[config.mk]
export PLATFORM = sky130hd
export DESIGN_NAME = amdec_top
export DESIGN_NICKNAME = d
export VERILOG_FILES = /design/src/core/amdec_pkg.sv /design/src/core/amdec_top.sv /design/src/core/amdec_table.sv
export VERILOG_INCLUDE_DIRS = /design/src /design/src/core
export SDC_FILE = /design/constraint.sdc
export NUM_CORES = 1
export LEC_CHECK = 0
export ABC_AREA = 1
export BUFFER_PORTS_ARGS = -buffer_cell sky130_fd_sc_hd__clkbuf_2
export CAP_MARGIN = 20
export CORE_ASPECT_RATIO = 1.1
export CORE_MARGIN = 4
export CORE_UTILIZATION = 65
export CTS_CLUSTER_DIAMETER = 150
export DETAILED_ROUTE_END_ITERATION = 6
export PLACE_DENSITY = 0.88
export SETUP_SLACK_MARGIN = 0.15
export SLEW_MARGIN = 20
export SYNTH_ARGS = -nofsm -noshare
export SYNTH_HDL_FRONTEND = slang
export SYNTH_SLANG_ARGS = --single-unit
export TNS_END_PERCENT = 30
[constraint.sdc]
create_clock -name CLK -period 3.15 [get_ports CLK]
set_input_delay 0.315 -clock CLK [delete_from_list [all_inputs] [get_ports CLK]]
set_output_delay 0.315 -clock CLK [all_outputs]
set_load 0.02 [all_outputs]
[src/core/amdec_regs.svh]
// Constants of the address-mode decoder: opcode fields, byte counts.
// Assumes inclusion by bare name from core files.
`ifndef AMDEC_REGS_SVH
`define AMDEC_REGS_SVH
`define AMDEC_HI_ZERO       8'h00
`define AMDEC_LEN_ONE       2'h1
`define AMDEC_LEN_TWO       2'h2
`define AMDEC_LEN_THREE     2'h3
`define AMDEC_ROW_BITTST    4'h0
`define AMDEC_ROW_BITMAN    4'h1
`define AMDEC_ROW_REL       4'h2
`define AMDEC_ROW_RMW_DIR   4'h3
`define AMDEC_ROW_RMW_A     4'h4
`define AMDEC_ROW_RMW_X     4'h5
`define AMDEC_ROW_RMW_IX1   4'h6
`define AMDEC_ROW_RMW_IX    4'h7
`define AMDEC_ROW_CTL0      4'h8
`define AMDEC_ROW_CTL1      4'h9
`define AMDEC_ROW_IMM       4'hA
`define AMDEC_ROW_DIR       4'hB
`define AMDEC_ROW_EXT       4'hC
`define AMDEC_ROW_IX2       4'hD
`define AMDEC_ROW_IX1       4'hE
`define AMDEC_ROW_IX        4'hF
`define AMDEC_OP_MUL        8'h42
`define AMDEC_COL_STA       4'h7
`define AMDEC_COL_STX       4'hF
`define AMDEC_COL_TST       4'hD
`define AMDEC_COL_CLR       4'hF
`endif

[src/core/amdec_pkg.sv]
// Types of the address-mode decoder.
// Assumes nothing beyond a SystemVerilog compiler.
package amdec_pkg;
    typedef enum logic [3:0] {
        AM_INH = 4'h0, AM_IMM = 4'h1, AM_DIR = 4'h3, AM_EXT = 4'h2,
        AM_IX  = 4'h6, AM_IX1 = 4'h7, AM_IX2 = 4'h5, AM_REL = 4'h4
    } amdec_mode_type;
    typedef enum logic [2:0] {
        CAT_REGMEM = 3'h0, CAT_RMW = 3'h1, CAT_BRANCH = 3'h2,
        CAT_BITMAN = 3'h3, CAT_CONTROL = 3'h4
    } amdec_cat_type;
    typedef enum logic [1:0] {
        ST_IDLE = 2'h0, ST_OPND1 = 2'h1, ST_OPND2 = 2'h3, ST_DONE = 2'h2
    } amdec_state_type;
    typedef struct packed {
        amdec_mode_type mode;
        amdec_cat_type  cat;
        logic [1:0]     len;
        logic           writes_back;
        logic           uses_index;
    } amdec_info_type;
    typedef struct packed {
        logic [15:0] ea;
        logic [7:0]  data;
        logic        ea_valid;
    } amdec_opnd_type;
endpackage

[src/core/amdec_top.sv]
// How it works
// - multiply A by X, high to X, low to A
// - inherent opcodes are one byte, no address
// - immediate byte is the operand, no address
// - direct: high byte zero, low from operand
// - extended: high byte then low byte
// - indexed no offset: address is X
// - indexed 8-bit: X plus offset, carry kept
// - indexed 16-bit: X plus high/low offset
// - branch adds signed offset to next address
// - register/memory takes register and memory operand
// - register/memory group includes listed operations
// - read-modify-write writes result back
// - read-modify-write group includes listed operations
// - bit set/clear decoded only as direct
// - test operation suppresses write-back
// - bit test branch copies bit into carry
//
// File holds the decoder top: opcode in, operand bytes in, address out.
// Assumes a fetch unit that presents opcode then operand bytes in order.
`timescale 1ns/1ns
`default_nettype none
`include "amdec_regs.svh"
module amdec_top (
    // Clock and reset
    input  wire logic                    CLK,
    input  wire logic                    RSTN,
    // Instruction byte stream
    input  wire logic                    OP_VALID,
    input  wire logic [7:0]              OP_BYTE,
    output logic                         OP_READY,
    // Register file view
    input  wire logic [7:0]              ACC_IN,
    input  wire logic [7:0]              IDX_IN,
    input  wire logic [15:0]             NEXT_PC,
    input  wire logic                    COND_TRUE,
    input  wire logic [7:0]              MEM_BYTE,
    // Decode results
    output logic                         DEC_DONE,
    output amdec_pkg::amdec_info_type    DEC_INFO,
    output amdec_pkg::amdec_opnd_type    DEC_OPND,
    output logic [15:0]                  BRANCH_PC,
    output logic                         PRODUCT_VALID,
    output logic [7:0]                   PRODUCT_ACC,
    output logic [7:0]                   PRODUCT_IDX,
    output logic                         BIT_CARRY
);
    amdec_pkg::amdec_state_type state_r;
    amdec_pkg::amdec_state_type state_nxt;
    amdec_pkg::amdec_info_type  info_now;
    amdec_pkg::amdec_info_type  info_r;
    logic [7:0]                 opcode_r;
    logic [7:0]                 b1_r;
    logic [7:0]                 b2_r;
    logic [15:0]                ea_nxt;
    logic [15:0]                prod;
    logic                       last_byte;
    logic [7:0]                 opnd_data_nxt;
    logic                       ea_valid_nxt;
    logic                       result_load;
    logic                       mul_load;
    logic                       tested_bit;
    logic [15:0]                rel_target;
    logic [15:0]                bit_target;

    // Classify the opcode as soon as it arrives
    amdec_table u_table (
        .opcode (OP_BYTE),
        .info   (info_now)
    );

    assign OP_READY = (state_r != amdec_pkg::ST_DONE);
    assign prod     = {8'h00, ACC_IN} * {8'h00, IDX_IN};

    // Last byte of the instruction this cycle
    always_comb begin
        last_byte = 1'b0;
        case (state_r)
            amdec_pkg::ST_IDLE:
                last_byte = (info_now.len == `AMDEC_LEN_ONE);
            amdec_pkg::ST_OPND1:
                last_byte = (info_r.len == `AMDEC_LEN_TWO);
            amdec_pkg::ST_OPND2:
                last_byte = 1'b1;
            default:
                last_byte = 1'b0;
        endcase
    end

    // Byte sequencing from the decoded length
    always_comb begin
        state_nxt = state_r;
        case (state_r)
            amdec_pkg::ST_IDLE: begin
                if (OP_VALID) begin
                    state_nxt = last_byte ? amdec_pkg::ST_DONE
                                          : amdec_pkg::ST_OPND1;
                end
            end
            amdec_pkg::ST_OPND1: begin
                if (OP_VALID) begin
                    state_nxt = last_byte ? amdec_pkg::ST_DONE
                                          : amdec_pkg::ST_OPND2;
                end
            end
            amdec_pkg::ST_OPND2: begin
                if (OP_VALID) begin
                    state_nxt = amdec_pkg::ST_DONE;
                end
            end
            default:
                state_nxt = amdec_pkg::ST_IDLE;
        endcase
    end

    // State register
    always_ff @(posedge CLK or negedge RSTN) begin
        if (!RSTN) begin
            state_r <= amdec_pkg::ST_IDLE;
        end else begin
            state_r <= state_nxt;
        end
    end

    // Opcode and its class, taken with the first byte
    always_ff @(posedge CLK or negedge RSTN) begin
        if (!RSTN) begin
            opcode_r <= 8'h00;
            info_r   <= '0;
        end else if (OP_VALID && state_r == amdec_pkg::ST_IDLE) begin
            opcode_r <= OP_BYTE;
            info_r   <= info_now;
        end
    end

    // First operand byte
    always_ff @(posedge CLK or negedge RSTN) begin
        if (!RSTN) begin
            b1_r <= 8'h00;
        end else if (OP_VALID && state_r == amdec_pkg::ST_OPND1) begin
            b1_r <= OP_BYTE;
        end
    end

    // Second operand byte, low half of a long operand
    always_ff @(posedge CLK or negedge RSTN) begin
        if (!RSTN) begin
            b2_r <= 8'h00;
        end else if (OP_VALID && state_r == amdec_pkg::ST_OPND2) begin
            b2_r <= OP_BYTE;
        end
    end

    // Effective address per mode
    // Index is read in the done cycle, so it must stand there
    always_comb begin
        ea_nxt = 16'h0000;
        case (info_r.mode)
            amdec_pkg::AM_DIR: begin
                ea_nxt = {`AMDEC_HI_ZERO, b1_r};
            end
            amdec_pkg::AM_EXT: begin
                ea_nxt = {b1_r, b2_r};
            end
            amdec_pkg::AM_IX: begin
                ea_nxt = {`AMDEC_HI_ZERO, IDX_IN};
            end
            amdec_pkg::AM_IX1: begin
                ea_nxt = {`AMDEC_HI_ZERO, b1_r} +
                         {`AMDEC_HI_ZERO, IDX_IN};
            end
            amdec_pkg::AM_IX2: begin
                ea_nxt = {b1_r, b2_r} +
                         {`AMDEC_HI_ZERO, IDX_IN};
            end
            default: begin
                ea_nxt = 16'h0000;
            end
        endcase
    end

    // Operand data: immediate byte or the memory byte
    always_comb begin
        if (info_r.mode == amdec_pkg::AM_IMM) begin
            opnd_data_nxt = b1_r;
        end else begin
            opnd_data_nxt = MEM_BYTE;
        end
    end

    // An address exists for every mode but these three
    // Branch offsets are not addresses of an operand
    always_comb begin
        ea_valid_nxt = 1'b1;
        if (info_r.mode == amdec_pkg::AM_INH ||
            info_r.mode == amdec_pkg::AM_IMM ||
            info_r.mode == amdec_pkg::AM_REL) begin
            ea_valid_nxt = 1'b0;
        end
    end

    // Results load at the end of the done cycle
    assign result_load = (state_r == amdec_pkg::ST_DONE);

    // Multiply results load with the others
    assign mul_load = result_load && (opcode_r == `AMDEC_OP_MUL);

    // Tested bit of the memory byte for bit-test branches
    assign tested_bit = MEM_BYTE[opcode_r[3:1]];

    // Targets: signed offset added to the next address
    assign rel_target = NEXT_PC + {{8{b1_r[7]}}, b1_r};
    assign bit_target = NEXT_PC + {{8{b2_r[7]}}, b2_r};

    // Done pulse, high through the done cycle
    always_ff @(posedge CLK or negedge RSTN) begin
        if (!RSTN) begin
            DEC_DONE <= 1'b0;
        end else begin
            DEC_DONE <= (state_nxt == amdec_pkg::ST_DONE);
        end
    end

    // Class of the instruction
    // Shows one cycle after the done pulse, held until the next
    always_ff @(posedge CLK or negedge RSTN) begin
        if (!RSTN) begin
            DEC_INFO <= '0;
        end else if (result_load) begin
            DEC_INFO <= info_r;
        end
    end

    // Operand address, data and address flag
    always_ff @(posedge CLK or negedge RSTN) begin
        if (!RSTN) begin
            DEC_OPND <= '0;
        end else if (result_load) begin
            DEC_OPND.ea       <= ea_nxt;
            DEC_OPND.data     <= opnd_data_nxt;
            DEC_OPND.ea_valid <= ea_valid_nxt;
        end
    end

    // Branch target for relative and bit-test branches
    // Other instructions leave the last target standing
    always_ff @(posedge CLK or negedge RSTN) begin
        if (!RSTN) begin
            BRANCH_PC <= 16'h0000;
        end else if (result_load &&
                     info_r.cat == amdec_pkg::CAT_BRANCH) begin
            if (info_r.mode == amdec_pkg::AM_REL) begin
                if (COND_TRUE) begin
                    BRANCH_PC <= rel_target;
                end else begin
                    BRANCH_PC <= NEXT_PC;
                end
            end else if (tested_bit != opcode_r[0]) begin
                BRANCH_PC <= bit_target;
            end else begin
                BRANCH_PC <= NEXT_PC;
            end
        end
    end

    // Carry copy of the tested bit
    always_ff @(posedge CLK or negedge RSTN) begin
        if (!RSTN) begin
            BIT_CARRY <= 1'b0;
        end else if (result_load &&
                     info_r.cat == amdec_pkg::CAT_BRANCH &&
                     info_r.mode != amdec_pkg::AM_REL) begin
            BIT_CARRY <= tested_bit;
        end
    end

    // Multiply pulse, with the product halves
    always_ff @(posedge CLK or negedge RSTN) begin
        if (!RSTN) begin
            PRODUCT_VALID <= 1'b0;
        end else begin
            PRODUCT_VALID <= mul_load;
        end
    end

    // Product halves: high to index, low to accumulator
    always_ff @(posedge CLK or negedge RSTN) begin
        if (!RSTN) begin
            PRODUCT_ACC <= 8'h00;
            PRODUCT_IDX <= 8'h00;
        end else if (mul_load) begin
            PRODUCT_IDX <= prod[15:8];
            PRODUCT_ACC <= prod[7:0];
        end
    end
endmodule
`default_nettype wire

[src/core/amdec_table.sv]
// Opcode classifier: mode, category, length and write-back from opcode.
// Assumes an 8-bit opcode; purely combinational.
`timescale 1ns/1ns
`default_nettype none
`include "amdec_regs.svh"
module amdec_table (
    // Opcode in
    input  wire logic [7:0]              opcode,
    // Classification out
    output amdec_pkg::amdec_info_type    info
);
    logic [3:0] row;
    logic [3:0] col;
    assign row = opcode[7:4];
    assign col = opcode[3:0];

    // Row gives mode and category (MUL by its whole opcode), column sets write-back in read-modify-write and register/memory rows
    always_comb begin
        info.mode        = amdec_pkg::AM_INH;
        info.cat         = amdec_pkg::CAT_CONTROL;
        info.len         = `AMDEC_LEN_ONE;
        info.writes_back = 1'b0;
        info.uses_index  = 1'b0;
        if (opcode == `AMDEC_OP_MUL) begin
            info.cat = amdec_pkg::CAT_REGMEM;
        end else if (row == `AMDEC_ROW_BITTST) begin
            info.mode = amdec_pkg::AM_DIR;
            info.cat  = amdec_pkg::CAT_BRANCH;
            info.len  = `AMDEC_LEN_THREE;
        end else if (row == `AMDEC_ROW_BITMAN) begin
            info.mode        = amdec_pkg::AM_DIR;
            info.cat         = amdec_pkg::CAT_BITMAN;
            info.len         = `AMDEC_LEN_TWO;
            info.writes_back = 1'b1;
        end else if (row == `AMDEC_ROW_REL) begin
            info.mode = amdec_pkg::AM_REL;
            info.cat  = amdec_pkg::CAT_BRANCH;
            info.len  = `AMDEC_LEN_TWO;
        end else if (row >= `AMDEC_ROW_RMW_DIR &&
                     row <= `AMDEC_ROW_RMW_IX) begin
            info.cat         = amdec_pkg::CAT_RMW;
            info.writes_back = (col != `AMDEC_COL_TST);
            if (row == `AMDEC_ROW_RMW_DIR) begin
                info.mode = amdec_pkg::AM_DIR;
                info.len  = `AMDEC_LEN_TWO;
            end else if (row == `AMDEC_ROW_RMW_IX1) begin
                info.mode       = amdec_pkg::AM_IX1;
                info.len        = `AMDEC_LEN_TWO;
                info.uses_index = 1'b1;
            end else if (row == `AMDEC_ROW_RMW_IX) begin
                info.mode       = amdec_pkg::AM_IX;
                info.uses_index = 1'b1;
            end
        end else if (row == `AMDEC_ROW_CTL0 || row == `AMDEC_ROW_CTL1) begin
            info.cat = amdec_pkg::CAT_CONTROL;
        end else begin
            info.cat = amdec_pkg::CAT_REGMEM;
            info.writes_back = (col == `AMDEC_COL_STA) ||
                               (col == `AMDEC_COL_STX);
            if (row == `AMDEC_ROW_IMM) begin
                info.mode = amdec_pkg::AM_IMM;
                info.len  = `AMDEC_LEN_TWO;
            end else if (row == `AMDEC_ROW_DIR) begin
                info.mode = amdec_pkg::AM_DIR;
                info.len  = `AMDEC_LEN_TWO;
            end else if (row == `AMDEC_ROW_EXT) begin
                info.mode = amdec_pkg::AM_EXT;
                info.len  = `AMDEC_LEN_THREE;
            end else if (row == `AMDEC_ROW_IX2) begin
                info.mode       = amdec_pkg::AM_IX2;
                info.len        = `AMDEC_LEN_THREE;
                info.uses_index = 1'b1;
            end else if (row == `AMDEC_ROW_IX1) begin
                info.mode       = amdec_pkg::AM_IX1;
                info.len        = `AMDEC_LEN_TWO;
                info.uses_index = 1'b1;
            end else begin
                info.mode       = amdec_pkg::AM_IX;
                info.uses_index = 1'b1;
            end
        end
    end
endmodule
`default_nettype wire

-- After elaboration in Yosys (flattened, before gate mapping)
Index checks and enable logic that the tools add are counted.
W data, S select, Z words.
- output and inout port bits: 72
- logic and storage cells: 132
- bits of input ports: 52
- flip-flop bits (word level): 108
- order comparisons: 3
- reduce and logical (&&, ||, !) cells: 14
- multiply operators: 1
- equal/unequal tests: 34
- multiplexer cells: 53
- add/subtract/negate cells: 4
- operator list (kind ; number):
    $pmux W16 S5 ; 1
    $mux W11 ; 5
    $mux W16 ; 3
    $mux W4 ; 9
    $add A16 B16 Y16 ; 2
    $eq A4 B4 Y1 const B ; 8
    $eq A4 B3 Y1 const B ; 7
    $mux W2 ; 14
    $mux W9 ; 2
    $add A16 B8 Y16 ; 1
    $eq A4 B2 Y1 const B ; 4
    $eq A8 B7 Y1 const B ; 2
    $mul A8 B8 Y16 ; 1
    $mux W1 ; 11
    $mux W10 ; 1
    $add A8 B8 Y9 ; 1
    $mux W3 ; 3
    $eq A2 B2 Y1 const B ; 4
    $eq A4 B1 Y1 const B ; 2
    $logic_not A4 Y1 ; 2
    $mux W8 ; 1
    $logic_and A1 B1 Y1 ; 7
    $pmux W2 S3 ; 1
    $eq A2 B1 Y1 const B ; 2
    other kinds (12) ; 15

-- Depth between registers and ports, before layout
Gate-level depths: netlist of run 1.
- depth in word-level cells: 22
- depth in mapped cells: 19
- depth with buffers taken out: 18

-- Hierarchy
A second synthesis of run 1 with hierarchy kept.
- cell total of the unflattened synthesis: 1560
- area total of the unflattened synthesis: 10324.9 um^2
- by module, submodules not included (module ; seq. area each (um^2) ; area an instance (um^2) ; cells each ; times used):
    amdec_top ; 2702.6 ; 10059.6 ; 1501 ; 1
    amdec_table ; 0.0 ; 265.3 ; 59 ; 1

-- Least setup slack after synthesis of run 1
No wires, ideal clock.
- kind: input port to flip-flop
- from: input IDX_IN[2]
- to: register PRODUCT_IDX[2]
- required time: 3.027 ns
- arrival: 3.806 ns
- setup time: 0.123 ns
- stages: 18
- buffers on the path: 1
- slack: -0.780 ns
- cell sequence: clkbuf_1 -> nand2_1 -> inv_1 -> fa_1 -> inv_1 -> fa_1 -> inv_1 -> fa_1 -> inv_1 -> fa_1 -> inv_1 -> ha_1 -> nand2_1 -> o21ai_0 -> a21oi_1 -> o21ai_0 -> xnor2_1 -> o21ai_1
- longest elaborated chain between the ends: 1
- RTL lines (element ; RTL line ; source):
    from (decl) ; amdec_top.sv:34 ; input wire logic [7:0] IDX_IN,
    $mul A8 B8 Y16 ; amdec_top.sv:73 ; assign prod = {8'h00, ACC_IN} * {8'h00, IDX_IN};
    to (signal assigned) ; amdec_top.sv:292 ; PRODUCT_IDX <= prod[15:8];
    to (decl) ; amdec_top.sv:45 ; output logic [7:0] PRODUCT_IDX,
No other way between the ends.
A chain may end at the register's enable or synchronous reset.

-- Worst setup path in the final report of run 1
- from: input IDX_IN[4]
- to: register PRODUCT_IDX[0]
Same word-level chain as after synthesis.

==> results of run 1 <==
worst register-to-register path: cells and delay by family, from the launching register on:
kind	cells	cell delay, ns
AND/OR/NAND/NOR	11	1.02
adder cells (fa/ha/maj)	1	0.49
flip-flops	1	0.62
buffers and inverters	2	0.30
report_power, final:
part / total (mW) / switching, mW / internal [mW]
logic: 7.11 / 4.45 / 2.66
clock network: 1.30 / 0.589 / 0.715
registers: 2.51 / 0.584 / 1.92
total: 10.9 / 5.62 / 5.30
sequential cells by signal (all words and copies together) (netlist names):
register       cells
DEC_DONE           1
state_r            2
PRODUCT_IDX        8
info_r            10
BRANCH_PC         16
PRODUCT_VALID      1
b2_r               8
DEC_INFO          10
PRODUCT_ACC        8
BIT_CARRY          1
DEC_OPND          25
opcode_r           8
b1_r               8
synth_stat cells (all sizes together):
master and number:
dfrtp 106, o31ai 1, clkinv 1, o22ai 4, fa 40, inv 226, a31o 1, and3 1
and2 2, nand4 4, clkbuf 30, conb 1, nand3b 2, a21boi 1, nor4 3, a22oi 6
nor3 8, or2 7, o21a 4, buf 15, xor2 13, xnor2 9, a41oi 1, nand3 88
o21bai 4, nand2 440, a211oi 2, a221oi 7, a21o 5, nor2 111, o21ai 108, ha 82
o221ai 1, o211ai 9, a31oi 5, a21oi 86
through the flow:
step	area [sq um]	util [%]	setup WS, ns	TNS (ns)	hold WS, ns
2_1_floorplan	9870	-	-0.583	-4.88	0.0194
3_3_place_gp	11000	75.2	-0.820	-7.26	0.424
3_5_place_dp	11000	75.2	-0.890	-7.95	0.431
6_report	11800	80.4	-0.498	-3.83	0.0156
4_1_cts	11500	78.8	-0.400	-2.94	0.0422
5_1_grt	11800	80.4	-0.613	-4.98	0.0665
worst max-delay path by stage:
stage | slack, ns | startpoint | depth (start not counted) | end
6_report | -0.50 | IDX_IN[4] | 17 | PRODUCT_IDX[0]
3_3_place_gp | -0.82 | ACC_IN[5] | 18 | PRODUCT_IDX[6]
5_1_grt | -0.61 | IDX_IN[4] | 17 | PRODUCT_IDX[0]
2_1_floorplan | -0.58 | ACC_IN[3] | 17 | PRODUCT_IDX[7]
4_1_cts | -0.40 | IDX_IN[4] | 19 | PRODUCT_IDX[6]
3_5_place_dp | -0.89 | IDX_IN[2] | 19 | PRODUCT_IDX[7]
routing by layer:
metal | vias to the layer above | track usage, % | wire length, microns
met1 | 4751 | 41.3 | 11300
met2 | 585 | 58.4 | 14400
met4 | 4 | 16.9 | 1510
li1 | 4878 | - | -
met3 | 131 | 5.70 | 2790
met5 | - | 0 | 27
final cells by class:
type	count	area, sq um	share of cell area [%]
clock buffer	9	225	1.92
sequential	106	2650	22.6
tap	192	240	2.04
clock inverter	6	108	0.916
timing repair buffer	186	1220	10.4
inverter	227	852	7.25
multi-input combinational	1056	6450	54.9
kinds of logic after synthesis:
logic type,Yosys count,synth area share (%)
AOI/OAI and AO/OA,245,13.9
xor gates and xnor gates,22,1.96
adders and majority gates,122,18.6
buffers and inverters,272,10.8
DFF,106,27.0
other,1,0.0382
and+or+nand+nor,666,27.7
repair_timing:
| action | in CTS | in global routing |
|---|---|---|
| pin swaps | 13 | 32 |
| setup endpoints to repair | 10 | 11 |
| resized for setup | 48 | 64 |
| buffers inserted | 0 | 2 |
layout by cell type (no fill, tap or decap), types with 38 or more instances in the layout:
cell type and instances:
fa_1 38, nand2_1 421, inv_1 205, clkbuf_2 108, dfrtp_1 106, nor2_1 104
a21oi_1 76, ha_1 74, buf_4 64, o21ai_0 81, nand3_1 82
==> results.py, run 1 <==
metrics = {
    "outcome": {
        "outcome": "finished with violations",
        "violations": "negative setup slack",
    },
    "timing": {
        "tightest_slew_ns": 0.909,
        "finalCritPeriodShare_pct": 116,
        "setup_ws_ns": -0.498,
        "final.min_clock_period_ns": 3.65,
        "max_freq_ghz": 0.274,
        "hold_viol": 0,
        "setup-violations-final": 10,
        "drv_slew": 0,
        "finalClockSkew_ns": 0.0117,
        "rsz0062_at_grt": "true",
        "relSlewSlack_pct": 39.2,
    },
    "worst_setup_path": {
        "slowest_stage": "fa_1",
        "ff2ff_setup_slack_ns": 0.64,
        "rr_startpoint": "b1_r[1]",
        "crit_family": "adder cells",
        "crit_required_ns": 3.43,
        "crit_arrival_ns": 3.93,
        "cpPeakStageDelay_ns": 0.57,
        "crit_top_cell": "inv_2",
        "path_class": "in2reg",
        "crit_chain": "clkbuf_16, nand2_4, inv_2, fa_1, inv_2, fa_1, inv_2, fa_1, inv_2, fa_1, inv_2, ha_4, nand2_4, nor2_2, a21oi_2, or2_4, a31oi_1",
        "worstReg2RegEnd": "BRANCH_PC[14]",
        "cp-start-kind": "primary input",
        "worst_setup_path_end_kind": "flip-flop",
        "cp_max_fo": 4,
        "worst_r2r_path_depth": 14,
        "path_buf_inv": 6,
    },
    "floorplanning": {
        "dieWidth_microns": 125,
        "die_h_microns": 137,
        "die-area_sq_um": 17100,
        "io-pin-count": 124,
        "start_util_pct": 67.2,
        "coreArea_sq_um": 14600,
        "rows": 46,
    },
    "routing": {
        "routed_wl_mm": 30.0,
        "ant_nets": 0,
        "vias_per_cell": 5.81,
        "avgRoutedWirePerCell_microns": 16.8,
        "drc": 0,
        "drt-initial-drc-count": 897,
        "dr_total_vias": 10349,
        "dr.pass1.iters": 6,
    },
    "pwr": {
        "power.leakage_nw": 6.63,
        "vdd_drop_max_mv": 0.539,
        "p_per_area_nw_per_um2": 929,
        "p_total_mw": 10.9,
    },
    "yosys": {
        "syn-mean-instance-area_sq_um": 6.85,
        "synth_top_cell_area_share_pct": 27.0,
        "postSynthCellCount": 1434,
        "ys_seq_area_share_pct": 27.0,
        "ys_ff_latch": 106,
        "syn-num-nets": 1608,
        "yosys_warnings": 0,
        "synthTopCellsByArea": "dfrtp_1 27%, nand2_1 17%, ha_1 10%",
        "netlist-cell-type-count": 51,
        "synth_area_leader_cell": "dfrtp_1",
        "netlist_area_sq_um": 9820,
    },
    "placed_design": {
        "gp_congestion": 0.949,
        "portBuffers": 122,
        "dp_hpwl_mm": 22.0,
        "dp.cells": 1765,
    },
    "final_layout": {
        "fillCellCount": 1010,
        "areaGrowthSynthToFinish_pct": 19.7,
        "nets": 1760,
        "n_antenna_cell": 0,
        "drive_above_1_share_pct": 18.4,
        "stdcell_count": 1782,
    },
    "hold_path": {
        "hold_class": "in2async",
    },
    "grt": {
        "grt_use_total_pct": 33.8,
        "grt_overflow_total": 0,
        "grt_pass1_vias": 9948,
        "antenna_found_initial": 2,
        "grt_pass1_wl_mm": 47.0,
        "grt_max_degree": 107,
    },
    "clocking": {
        "cts_tree": "built",
        "cts_buffer_depth": 2,
        "clk_pin_slew_ns": 0.08,
        "cts_buffers": 9,
        "clk_latency_ns": 0.36,
        "ctsHtreeMaxLevel": 3,
        "cts.sinks": 106,
        "root_buffer": "clkbuf_16",
        "ctsHoldBuffers": 0,
    },
    "flow_run": {
        "maxCapViolCount": 0,
    },
}
No activity file was read; power rests on OpenSTA's default activity.
==> run 2, diff against run 1 <==
--- a/config.mk
+++ b/config.mk
@@ -11,10 +11,10 @@
 export CAP_MARGIN = 20
 export CORE_ASPECT_RATIO = 1.1
 export CORE_MARGIN = 4
-export CORE_UTILIZATION = 65
+export CORE_UTILIZATION = 60
 export CTS_CLUSTER_DIAMETER = 150
 export DETAILED_ROUTE_END_ITERATION = 6
-export PLACE_DENSITY = 0.88
+export PLACE_DENSITY = 0.82
 export SETUP_SLACK_MARGIN = 0.15
 export SLEW_MARGIN = 20
 export SYNTH_ARGS = -nofsm -noshare
==> constraint.sdc (replaced) <==
create_clock -name CLK -period 3.42 [get_ports CLK]
set_input_delay 0.342 -clock CLK [delete_from_list [all_inputs] [get_ports CLK]]
set_output_delay 0.342 -clock CLK [all_outputs]
set_load 0.02 [all_outputs]
==> run 2 against run 1 <==
  * The flow still finishes with violations (negative setup slack)
  * Combinational power down 9.8%
  * Total power down 9.8%
  * Global-route usage down 2.2 points
  * First-iteration DRC count down 22%
  * Final cell count up 0.56%
  * Register-to-register slack better by 0.30 ns
  * Critical path type unchanged
  * Largest power group unchanged
==> results.py, run 2 (synthesis gave the netlist of run 1 again) <==
metrics = {
    "worst_setup_path": {
        "path_class": "in2reg",
        "crit_required_ns": 3.70,
        "crit_arrival_ns": 3.87,
        "cpPeakStageDelay_ns": 0.54,
        "crit_chain": "clkbuf_4, nand2_1, inv_1, fa_1, inv_1, fa_1, inv_1, fa_1, inv_2, fa_1, inv_2, ha_4, nand2_4, o21ai_1, nand2_1, nand3_2, nor2_1, o31ai_2",
        "crit_top_cell": "fa_1",
        "worst_setup_path_end_kind": "flip-flop",
        "cp_max_fo": 5,
        "slowest_stage": "fa_1",
        "crit_path_start": "IDX_IN[5]",
        "cp-start-kind": "primary input",
        "rr_startpoint": "b1_r[0]",
    },
    "timing": {
        "max_freq_ghz": 0.279,
        "final.min_clock_period_ns": 3.59,
        "finalClockSkew_ns": 0.0119,
        "drv_slew": 0,
        "finalCritPeriodShare_pct": 105,
        "hold_viol": 0,
        "hold_slack_ns": 0.181,
        "rsz0062_at_grt": "true",
        "tns_ns": -0.924,
        "setup_ws_ns": -0.166,
        "tightest_slew_ns": 0.959,
        "relSlewSlack_pct": 35.8,
        "setup-violations-final": 8,
    },
    "clocking": {
        "clk_pin_slew_ns": 0.09,
        "root_buffer": "clkbuf_16",
        "cts_tree": "built",
        "ctsHtreeMaxLevel": 3,
        "cts.sinks": 106,
        "cts_buffer_depth": 2,
        "cts_buffers": 9,
        "clk_latency_ns": 0.38,
    },
    "placed_design": {
        "dp_hpwl_mm": 22.0,
        "dp.cells": 1774,
        "post_dp_cell_area_sq_um": 11000,
        "gp_congestion": 0.939,
        "pre_cts_slack_ns": -0.622,
        "portBuffers": 122,
    },
    "final_layout": {
        "drive_above_1_share_pct": 17.7,
        "reg_top3": "DEC_OPND x25, BRANCH_PC x16",
        "n_antenna_cell": 0,
        "top_register": "DEC_OPND",
        "final_cell_mix": "425 x nand2_1, 210 x inv_1, 113 x clkbuf_2",
        "areaGrowthSynthToFinish_pct": 18.9,
        "nets": 1761,
        "final_core_util_pct": 73.7,
        "stdcell_count": 1792,
        "largest_reg_flops": 25,
        "final_common_cell": "nand2_1",
        "finish.instance_area_sq_um": 11700,
    },
    "hold_path": {
        "holdCritStartpoint": "OP_VALID",
        "hold_class": "in2reg",
    },
    "grt": {
        "top_usage_layer": "met2",
        "grtUsageMet2_pct": 52.9,
        "grt_pass1_wl_mm": 46.7,
        "grt_pass1_vias": 9770,
        "grt_use_met3_pct": 3.75,
        "antenna_found_initial": 0,
        "grt_overflow_total": 0,
        "grt_max_degree": 51,
        "grt_use_total_pct": 31.6,
        "use_met1_pct": 40.8,
    },
    "pwr": {
        "power_frac_clock_pct": 11.2,
        "p_total_mw": 9.85,
        "vdd_drop_max_mv": 0.519,
        "comb_power_share_pct": 65.1,
        "swShare_pct": 51.8,
        "p_per_area_nw_per_um2": 844,
        "power.leakage_nw": 6.59,
        "p_int_mw": 4.74,
        "pwr-share-seq_pct": 23.7,
        "power.switching_mw": 5.11,
    },
    "floorplanning": {
        "start_util_pct": 61.9,
        "rows": 48,
        "io-pin-count": 124,
        "dieWidth_microns": 130,
        "die-area_sq_um": 18500,
        "die_h_microns": 142,
        "coreArea_sq_um": 15900,
    },
    "flow_run": {
        "maxCapViolCount": 0,
    },
    "routing": {
        "drc": 0,
        "drt-initial-drc-count": 699,
        "avgRoutedWirePerCell_microns": 16.0,
        "vias_per_cell": 5.59,
        "routed_wl_mm": 28.6,
        "ant_nets": 0,
        "dr_total_vias": 10016,
        "dr.pass1.iters": 6,
    },
    "outcome": {
        "outcome": "finished with violations",
        "violations": "negative setup slack",
    },
}
## run 2: cell count changes in the layout (fill, tap and decap cells not counted), moves of 3 or more
cell | previous run | this run
buf_6 | 4 | 0
clkbuf_2 | 108 | 113
inv_1 | 205 | 210
inv_2 | 21 | 16
nand2_1 | 421 | 425
nand2_2 | 11 | 8
nand3_1 | 82 | 85
nand3_2 | 6 | 3
## run 2: path summary, 6_finish.rpt
path | endpoint | slack, ns | cells after the start
worst max-delay path | PRODUCT_IDX[6] | -0.17 | 18
worst min-delay path | state_r[0] | 0.18 | 2
worst max register to register | BRANCH_PC[14] | 0.94 | 15
worst min register to register | BRANCH_PC[14] | 0.48 | 2
max in group asynchronous | PRODUCT_IDX[5] | 2.08 | 3
min in group asynchronous | DEC_INFO[3] | 0.48 | 2
## run 2: timing repair
| item | in CTS | in global routing |
|---|---|---|
| hold buffers | 1 | 0 |
| setup endpoints to repair | 10 | 10 |
| setup buffers | 1 | 0 |
| cloned | 0 | 0 |
| gates resized for setup | 45 | 36 |
| pin swaps | 18 | 18 |
| endpoints found under the hold margin | 40 | 0 |
## run 2: layout make-up
class	count	area (sq um)
Sequential cell	106	2650
Fill cell	1296	4180
Clock inverter	7	88.8
Inverter	227	852
Tap cell	200	250
Multi-Input combinational cell	1056	6430
Timing Repair Buffer	187	1180
Clock buffer	9	225
## run 2: worst max-delay path, delay by kind of cell
family | cells | cell delay (ns)
buffers and inverters | 6 | 0.42
AOI/OAI and AO/OA | 2 | 0.36
and+or+nand+nor | 5 | 0.40
adders and majority gates | 5 | 2.32
## run 2: routing by layer
metal / vias to the layer above / part of all wire (%) / wire [microns]
met2: 402 / 48 / 13800
met1: 4637 / 41 / 11800
met5: - / 0 / 0
met4: 0 / 5.0 / 1430
met3: 94 / 5.6 / 1620
li1: 4883 / - / -
## run 2: power groups by stage
stage	Combinational [mW]	Sequential, mW	Clock, mW
final	6.41	2.33	1.11
after global routing	7.14	2.40	1.18
after CTS	6.12	2.32	1.13
after detailed placement	5.76	2.34	0
after global placement	5.63	2.32	0
after floorplan	3.78	2.55	0
